==> config.mk <==
export PLATFORM = sky130hd
export DESIGN_NAME = dcr_regs
export DESIGN_NICKNAME = d
export VERILOG_FILES = /design/src/logic/dcr_chan_bank.v /design/src/logic/dcr_fifo.v /design/src/logic/dcr_regs.v
export VERILOG_INCLUDE_DIRS = /design/src /design/src/logic
export SDC_FILE = /design/constraint.sdc
export NUM_CORES = 1
export LEC_CHECK = 0
export BUFFER_PORTS_ARGS = -buffer_cell sky130_fd_sc_hd__buf_2
export CAP_MARGIN = 20
export CELL_PAD_IN_SITES_DETAIL_PLACEMENT = 2
export CELL_PAD_IN_SITES_GLOBAL_PLACEMENT = 2
export CORE_ASPECT_RATIO = 1.5
export CORE_UTILIZATION = 44
export DETAILED_ROUTE_END_ITERATION = 12
export PLACE_DENSITY_LB_ADDON = 0.1
export SETUP_SLACK_MARGIN = 0.1
export SYNTH_ARGS = -nofsm -noshare
export SYNTH_HDL_FRONTEND = slang
export SYNTH_SLANG_ARGS = --single-unit
==> constraint.sdc <==
create_clock -name clk -period 4.29 [get_ports clk]
set_input_delay 0 -clock clk [delete_from_list [all_inputs] [get_ports clk]]
set_output_delay 0 -clock clk [all_outputs]
set_load 0.005 [all_outputs]
==> src/logic/dcr_defines.vh <==
// register offsets, field layouts, reset values and a summary of operation
// Summary of operation
// - each channel keeps a 4-bit base upper field in bits 3:0, rest reserved
// - each channel keeps an 8-bit base lower field in bits 7:0
// - current memory address is channel base plus its present offset
// - offset steps up by one after each byte a channel moves
// - 10-bit offset, upper 2 bits in bits 1:0, both halves writable
// - with offset zero the first address used is exactly the base
// - transfer count upper 2 bits sit in bits 1:0, rest reserved
// - transfer count lower 8 bits sit in bits 7:0, 10 bits total
// - all fields banked per channel, access reaches selected channel only
`ifndef DCR_DEFINES_VH
`define DCR_DEFINES_VH
`define DCR_OFS_BASE_LO 8'hC9
`define DCR_OFS_BASE_HI 8'hCA
`define DCR_OFS_AOFS_LO 8'hCB
`define DCR_OFS_AOFS_HI 8'hCC
`define DCR_OFS_CNT_LO 8'hCD
`define DCR_OFS_CNT_HI 8'hCE
`define DCR_BASE_HI_W 4
`define DCR_AOFS_HI_W 2
`define DCR_CNT_HI_W 2
`define DCR_BASE_W 12
`define DCR_AOFS_W 10
`define DCR_CNT_W 10
`define DCR_RESET_BYTE 8'h00
`define DCR_FIFO_DEPTH 32
`endif

==> src/logic/dcr_chan_bank.v <==
// one channel's base, offset and count storage
`timescale 1ns/1ps
`include "dcr_defines.vh"
module dcr_chan_bank (
    // clock and reset
    input wire clk,
    input wire srst,
    // write port
    input wire wrEn,
    input wire [7:0] wrAddr,
    input wire [7:0] wrData,
    // byte moved by this channel
    input wire step,
    // stored state
    output reg [`DCR_BASE_W-1:0] base_q,
    output reg [`DCR_AOFS_W-1:0] aofs_q,
    output reg [`DCR_CNT_W-1:0] cnt_q
);
    always @(posedge clk) begin
        if (srst) begin
            base_q <= {`DCR_BASE_W{1'b0}};
            aofs_q <= {`DCR_AOFS_W{1'b0}};
            cnt_q <= {`DCR_CNT_W{1'b0}};
        end else begin
            if (wrEn) begin
                case (wrAddr)
                    `DCR_OFS_BASE_LO: base_q[7:0] <= wrData;
                    `DCR_OFS_BASE_HI: base_q[11:8] <= wrData[3:0];
                    `DCR_OFS_CNT_LO: cnt_q[7:0] <= wrData;
                    `DCR_OFS_CNT_HI: cnt_q[9:8] <= wrData[1:0];
                    default: begin
                    end
                endcase
            end
            // offset halves written; software write beats a step
            if (wrEn && wrAddr == `DCR_OFS_AOFS_LO) begin
                aofs_q[7:0] <= wrData;
            end else if (wrEn && wrAddr == `DCR_OFS_AOFS_HI) begin
                aofs_q[9:8] <= wrData[1:0];
            end else if (step) begin
                aofs_q <= aofs_q + 10'h001;
            end
        end
    end
endmodule

==> src/logic/dcr_fifo.v <==
// synchronous fifo carrying the formed memory addresses
`timescale 1ns/1ps
module dcr_fifo #(
    parameter WIDTH = 12,
    parameter DEPTH = 32,
    parameter AW = 5
) (
    // clock and reset
    input wire clk,
    input wire srst,
    // fill side
    input wire inValid,
    output wire inReady,
    input wire [WIDTH-1:0] inData,
    // drain side
    output wire outValid,
    input wire outReady,
    output reg [WIDTH-1:0] outData
);
    reg [WIDTH-1:0] mem [0:DEPTH-1];
    reg [AW-1:0] wrPtr_q;
    reg [AW-1:0] rdPtr_q;
    reg [AW:0] level_q;
    reg outValid_q;
    wire doWrite;
    wire doRead;
    wire memHas;

    assign inReady = (level_q != DEPTH[AW:0]);
    assign memHas = (level_q != {(AW+1){1'b0}});
    assign outValid = outValid_q;
    // output register reloads when empty or consumed
    assign doRead = memHas && (!outValid_q || outReady);
    assign doWrite = inValid && inReady;

    always @(posedge clk) begin
        if (doWrite) begin
            mem[wrPtr_q] <= inData;
        end
    end

    always @(posedge clk) begin
        if (srst) begin
            wrPtr_q <= {AW{1'b0}};
            rdPtr_q <= {AW{1'b0}};
            level_q <= {(AW+1){1'b0}};
            outValid_q <= 1'b0;
            outData <= {WIDTH{1'b0}};
        end else begin
            if (doWrite) begin
                wrPtr_q <= wrPtr_q + {{(AW-1){1'b0}}, 1'b1};
            end
            if (doRead) begin
                rdPtr_q <= rdPtr_q + {{(AW-1){1'b0}}, 1'b1};
                outData <= mem[rdPtr_q];
                outValid_q <= 1'b1;
            end else if (outReady) begin
                outValid_q <= 1'b0;
            end
            if (doWrite && !doRead) begin
                level_q <= level_q + {{AW{1'b0}}, 1'b1};
            end else if (!doWrite && doRead) begin
                level_q <= level_q - {{AW{1'b0}}, 1'b1};
            end
        end
    end
endmodule

==> src/logic/dcr_regs.v <==
// banked per-channel base, offset and count registers with address stream
`timescale 1ns/1ps
`include "dcr_defines.vh"
module dcr_regs #(
    parameter NCHAN = 7,
    parameter SELW = 3,
    parameter FIFO_DEPTH = `DCR_FIFO_DEPTH,
    parameter FIFO_AW = 5
) (
    // clock and reset
    input wire clk,
    input wire srst,
    // special function register access
    input wire [SELW-1:0] channelSelect,
    input wire [7:0] sfrAddr,
    input wire sfrWrite,
    input wire [7:0] sfrWrData,
    output reg [7:0] sfrRdData,
    output wire sfrHit,
    // byte movement requests
    input wire moveValid,
    input wire [SELW-1:0] moveChannel,
    output wire moveReady,
    // formed data memory addresses
    output wire addrValid,
    input wire addrReady,
    output wire [`DCR_BASE_W-1:0] addrOut
);
    ////////////////////////////////////////////////////////////////////////
    wire [`DCR_BASE_W*NCHAN-1:0] baseAll;
    wire [`DCR_AOFS_W*NCHAN-1:0] aofsAll;
    wire [`DCR_CNT_W*NCHAN-1:0] cntAll;
    wire [`DCR_BASE_W-1:0] selBase;
    wire [`DCR_AOFS_W-1:0] selAofs;
    wire [`DCR_CNT_W-1:0] selCnt;
    wire [`DCR_BASE_W-1:0] mvBase;
    wire [`DCR_AOFS_W-1:0] mvAofs;
    wire [`DCR_BASE_W-1:0] curAddr;
    wire moveTake;

    function isMine;
        input [7:0] a;
        begin
            isMine = (a >= `DCR_OFS_BASE_LO) && (a <= `DCR_OFS_CNT_HI);
        end
    endfunction

    assign sfrHit = isMine(sfrAddr);
    // stepping stalls when address fifo is full
    assign moveTake = moveValid && moveReady && (moveChannel < NCHAN[SELW-1:0]);

    ////////////////////////////////////////////////////////////////////////
    genvar g;
    generate
        for (g = 0; g < NCHAN; g = g + 1) begin : gBank
            dcr_chan_bank uBank (
                .clk(clk),
                .srst(srst),
                .wrEn(sfrWrite && isMine(sfrAddr) && channelSelect == g),
                .wrAddr(sfrAddr),
                .wrData(sfrWrData),
                .step(moveTake && moveChannel == g),
                .base_q(baseAll[g*`DCR_BASE_W +: `DCR_BASE_W]),
                .aofs_q(aofsAll[g*`DCR_AOFS_W +: `DCR_AOFS_W]),
                .cnt_q(cntAll[g*`DCR_CNT_W +: `DCR_CNT_W])
            );
        end
    endgenerate

    assign selBase = baseAll[channelSelect*`DCR_BASE_W +: `DCR_BASE_W];
    assign selAofs = aofsAll[channelSelect*`DCR_AOFS_W +: `DCR_AOFS_W];
    assign selCnt = cntAll[channelSelect*`DCR_CNT_W +: `DCR_CNT_W];

    always @* begin
        sfrRdData = `DCR_RESET_BYTE;
        if (channelSelect < NCHAN[SELW-1:0]) begin
            case (sfrAddr)
                `DCR_OFS_BASE_LO: sfrRdData = selBase[7:0];
                `DCR_OFS_BASE_HI: sfrRdData = {4'h0, selBase[11:8]};
                `DCR_OFS_AOFS_LO: sfrRdData = selAofs[7:0];
                `DCR_OFS_AOFS_HI: sfrRdData = {6'h00, selAofs[9:8]};
                `DCR_OFS_CNT_LO: sfrRdData = selCnt[7:0];
                `DCR_OFS_CNT_HI: sfrRdData = {6'h00, selCnt[9:8]};
                default: sfrRdData = `DCR_RESET_BYTE;
            endcase
        end
    end

    ////////////////////////////////////////////////////////////////////////
    assign mvBase = baseAll[moveChannel*`DCR_BASE_W +: `DCR_BASE_W];
    assign mvAofs = aofsAll[moveChannel*`DCR_AOFS_W +: `DCR_AOFS_W];
    // base plus offset; zero offset gives base
    assign curAddr = mvBase + {2'b00, mvAofs};

    dcr_fifo #(
        .WIDTH(`DCR_BASE_W),
        .DEPTH(FIFO_DEPTH),
        .AW(FIFO_AW)
    ) uFifo (
        .clk(clk),
        .srst(srst),
        .inValid(moveValid && (moveChannel < NCHAN[SELW-1:0])),
        .inReady(moveReady),
        .inData(curAddr),
        .outValid(addrValid),
        .outReady(addrReady),
        .outData(addrOut)
    );
endmodule

==> impl_metrics.py <==
metrics = {
    "clock_network": {
        "insertion_delay_ps": 640,
        "cts_made_buffers": 66,
        "clock_path_buffers": 3,
        "clkTransAtPathRegs_ps": 60,
        "cts_tree": "done",
        "clock_sinks": 637,
        "cts_max_level": 3,
        "clockRootBuffer": "clkbuf_16",
    },
    "synth": {
        "synth_nets": 2477,
        "syn_area_per_cell_um2": 12.3,
        "async_flop_share_pct": 0,
        "yosys.area.top_type_share_pct": 38.8,
        "yosys.area_share.adder_pct": 1.31,
        "synth_edf_count": 384,
        "ys_ff_latch": 637,
        "synth_top_family_by_area": "multiplexers",
        "synthTopCellsByArea": "edfxtp_1, dfxtp_1, mux4_2, mux2i_1, o21ai_0",
        "synth_seq_area_share_pct": 55.8,
        "syn-instance-count": 2420,
        "synthMuxAreaShare_pct": 16.6,
        "ys.flop_type": "edfxtp_1",
        "yosysWarnings": 0,
        "synthDistinctLibCells": 78,
        "synth_area_leader_cell": "edfxtp_1",
        "synth_compound_area_share_pct": 12.5,
        "syn-cell-area_um2": 29700,
        "synth_simple_gate_area_share_pct": 9.29,
        "synth-xor-area-share_pct": 1.71,
    },
    "setup_path": {
        "arrival_ps": 4220,
        "cp_slowest_stage_delay_ps": 470,
        "crit_family": "compound AO/OA/AOI/OAI gates",
        "reg2reg_depth": 10,
        "cp.required_ps": 4640,
        "cp-end-kind": "flip-flop",
        "worstSetupPathDepth": 10,
        "cp_max_fo": 16,
        "cp_slowest_cell": "mux4_2",
        "crit_chain": "mux4_2 > mux2_2 > ha_1 > fa_1 > a21o_1 > a211oi_1 > o31ai_1 > o41ai_1 > buf_4 > xor2_4",
        "setup.worst_path.class": "flip-flop to flip-flop",
        "start_kind": "flip-flop",
        "critPathBufInv": 1,
    },
    "pwr": {
        "pwr-share-comb_pct": 15.2,
        "p_sw_mw": 4.18,
        "p_leak_nw": 10.8,
        "seq_power_share_pct": 46.0,
        "p_per_area_nw_per_um2": 446,
        "intPower_mw": 10.7,
        "clkPwrFrac_pct": 38.8,
        "netSwitchingFraction_pct": 28.1,
        "max-vdd-ir-drop_mv": 0.384,
    },
    "finish": {
        "multi_input_comb_area_um2": 12500,
        "fin_util_pct": 50.0,
        "nNetsFinal": 2491,
        "area_growth_pct": 12.2,
        "seq_area_um2": 16600,
        "drive_above_1_share_pct": 18.0,
        "fillCellCount": 6483,
    },
    "grt": {
        "grt_first_pass_wirelength_um": 162000,
        "grt_overflow": 0,
        "grt_max_degree": 107,
        "grt_pass1_vias": 23922,
        "grt_use_total_pct": 32.1,
        "antenna_found_initial": 1,
    },
    "timing": {
        "report.final.setup_viol": 0,
        "min_period_ps": 3870,
        "fin_crit_sh_pct": 90.1,
        "timing.fmax_mhz": 259,
        "slew_headroom_pct": 11.8,
        "setup_tns_ps": 0,
        "rsz0062_at_grt": "false",
        "slew_viol_final": 0,
        "tightestPinTransition_ps": 1310,
        "hold_viol_final": 0,
        "fin_skew_ps": 27.7,
    },
    "drt": {
        "routed_wirelength_um": 110000,
        "drc": 0,
        "dr.pass1.iters": 5,
        "viasPerCell": 6.38,
        "detail_route.wl_per_cell_um": 32.6,
        "vias": 21490,
        "drtIter0Drc": 1562,
        "drtAntennaViolNets": 0,
    },
    "job": {
        "drv_cap": 0,
    },
    "place": {
        "port-buffer-count": 49,
        "dp_hpwl_um": 71000,
        "gp_congestion": 0.856,
    },
    "floorplan": {
        "core_region_area_um2": 66800,
        "fp.dieArea_um2": 68600,
        "start_util_pct": 44.5,
        "rows": 116,
        "ios": 50,
        "chipHeight_um": 320,
        "die_w_um": 214,
    },
    "hold_path": {
        "hold_path_depth": 3,
        "holdCritPathClass": "primary input to flip-flop",
    },
    "outcome": {
        "outcome": "complete, no violations",
    },
}
-- synth_stat cells (12+ instances only) --
cell / number
a22oi_1: 12
inv_1: 13
o2bb2ai_1: 28
nand3_1: 32
and2_1: 15
o21ai_0: 169
xor2_1: 48
nor2_1: 169
and3_1: 17
clkbuf_1: 127
and4_1: 12
nand4_1: 41
buf_1: 17
dfxtp_1: 253
a22o_1: 20
buf_2: 38
nand2_1: 201
nor3_1: 18
mux4_2: 128
o22ai_1: 24
edfxtp_1: 384
mux2i_1: 183
a21oi_1: 159
a211oi_1: 62
ha_1: 28
mux2_2: 20
-- power groups by stage --
stage	combinational [mW]	clock, mW	sequential [mW]
finish	2.26	5.78	6.86
global route	2.37	6.04	6.88
CTS	2.26	5.86	6.85
detailed placement	2.20	0	6.98
global placement	2.08	0	6.96
floorplan	1.65	0	6.77
-- through the flow --
step	total power, mW	cell area (µm²)	worst slack, ps	hold slack [ps]	cells
6_report	14.9	33400	424	12.5	3370
5_1_grt	15.3	33400	243	28.2	3369
3_3_place_gp	9.04	31100	46.8	404	3241
2_1_floorplan	8.42	29700	347	181	2420
4_1_cts	15.0	33300	261	4.32	3365
3_5_place_dp	9.18	31100	-211	407	3243
-- sequential cells by signal (all words and copies together), names as in the netlist --
register and cells:
uFifo.wrPtr_q 5, uFifo.mem 384, gBank.uBank.aofs_q 70, uFifo.outValid 1
uFifo.outData 12, gBank.uBank.base_q 84, uFifo.rdPtr_q 5, uFifo.level_q 6
gBank.uBank.cnt_q 70
-- cells by family (layout without fill, tap and decap cells) --
family,after synthesis,count (layout)
fa+ha+maj,30,30
xor+xnor,58,59
buf+inv,202,265
flops,637,637
mux,331,331
simple gates,577,577
compound gates,585,585
other cells,0,1
-- tightest hold or removal path: stages --
cell and delay, ps:
buf_2 370, nand2_1 150, a21oi_1 50
-- worst paths after layout --
path | from | end | slack (ps)
hold reg to reg | gBank[6].uBank.cnt_q[2] | gBank[6].uBank.cnt_q[2] | 480
setup reg to reg | gBank[1].uBank.aofs_q[0] | uFifo.mem[5][10] | 420
setup / recovery | gBank[1].uBank.aofs_q[0] | uFifo.mem[5][10] | 420
hold / removal | sfrWrData[4] | gBank[1].uBank.base_q[4] | 10
-- routing by layer --
metal	GRT usage (%)	wire length, µm	up-vias
met2	59.5	58800	604
met5	0	0	-
met1	35.9	41100	11329
met3	3.55	4100	230
li1	-	-	9327
met4	17.6	5810	0
-- cell usage in the layout, fill, tap and decap left out, drive strengths merged, types with 12 or more instances in the layout --
| cell type | count |
|---|---|
| o21ai | 174 |
| nor2 | 169 |
| and3 | 17 |
| and2 | 15 |
| xor2 | 49 |
| dfxtp | 253 |
| mux4 | 128 |
| mux2 | 20 |
| and4 | 12 |
| clkbuf | 95 |
| mux2i | 183 |
| inv | 17 |
| a21oi | 159 |
| edfxtp | 384 |
| nand2 | 201 |
| a311oi | 16 |
| a211oi | 62 |
| a22oi | 12 |
| o2bb2ai | 28 |
| nand3 | 32 |
| buf | 126 |
| ha | 28 |
| a22o | 20 |
| nand4 | 41 |
| nor3 | 21 |
| clkinv | 19 |
| o22ai | 24 |
-- what timing repair did --
| action | CTS | global route |
|---|---|---|
| buffers inserted | 0 | 1 |
| hold buffers | 4 | 0 |
| gates resized for setup | 1 | 0 |
| hold endpoints to repair | 26 | 0 |
| cloned | 0 | 1 |
| pin swaps | 0 | 0 |
| setup endpoints to repair | 32 | 32 |
-- area by class of cell --
class / instances / share of cell area, %
Clock buffer: 94 / 5.61
Inverter: 16 / 0.180
Multi-Input combinational cell: 1582 / 37.5
Clock inverter: 24 / 0.671
Antenna cell: 1 / 0.00750
Sequential cell: 637 / 49.8
Timing Repair Buffer: 131 / 2.92
Tap cell: 885 / 3.32
(Power assumes the default switching activity.)
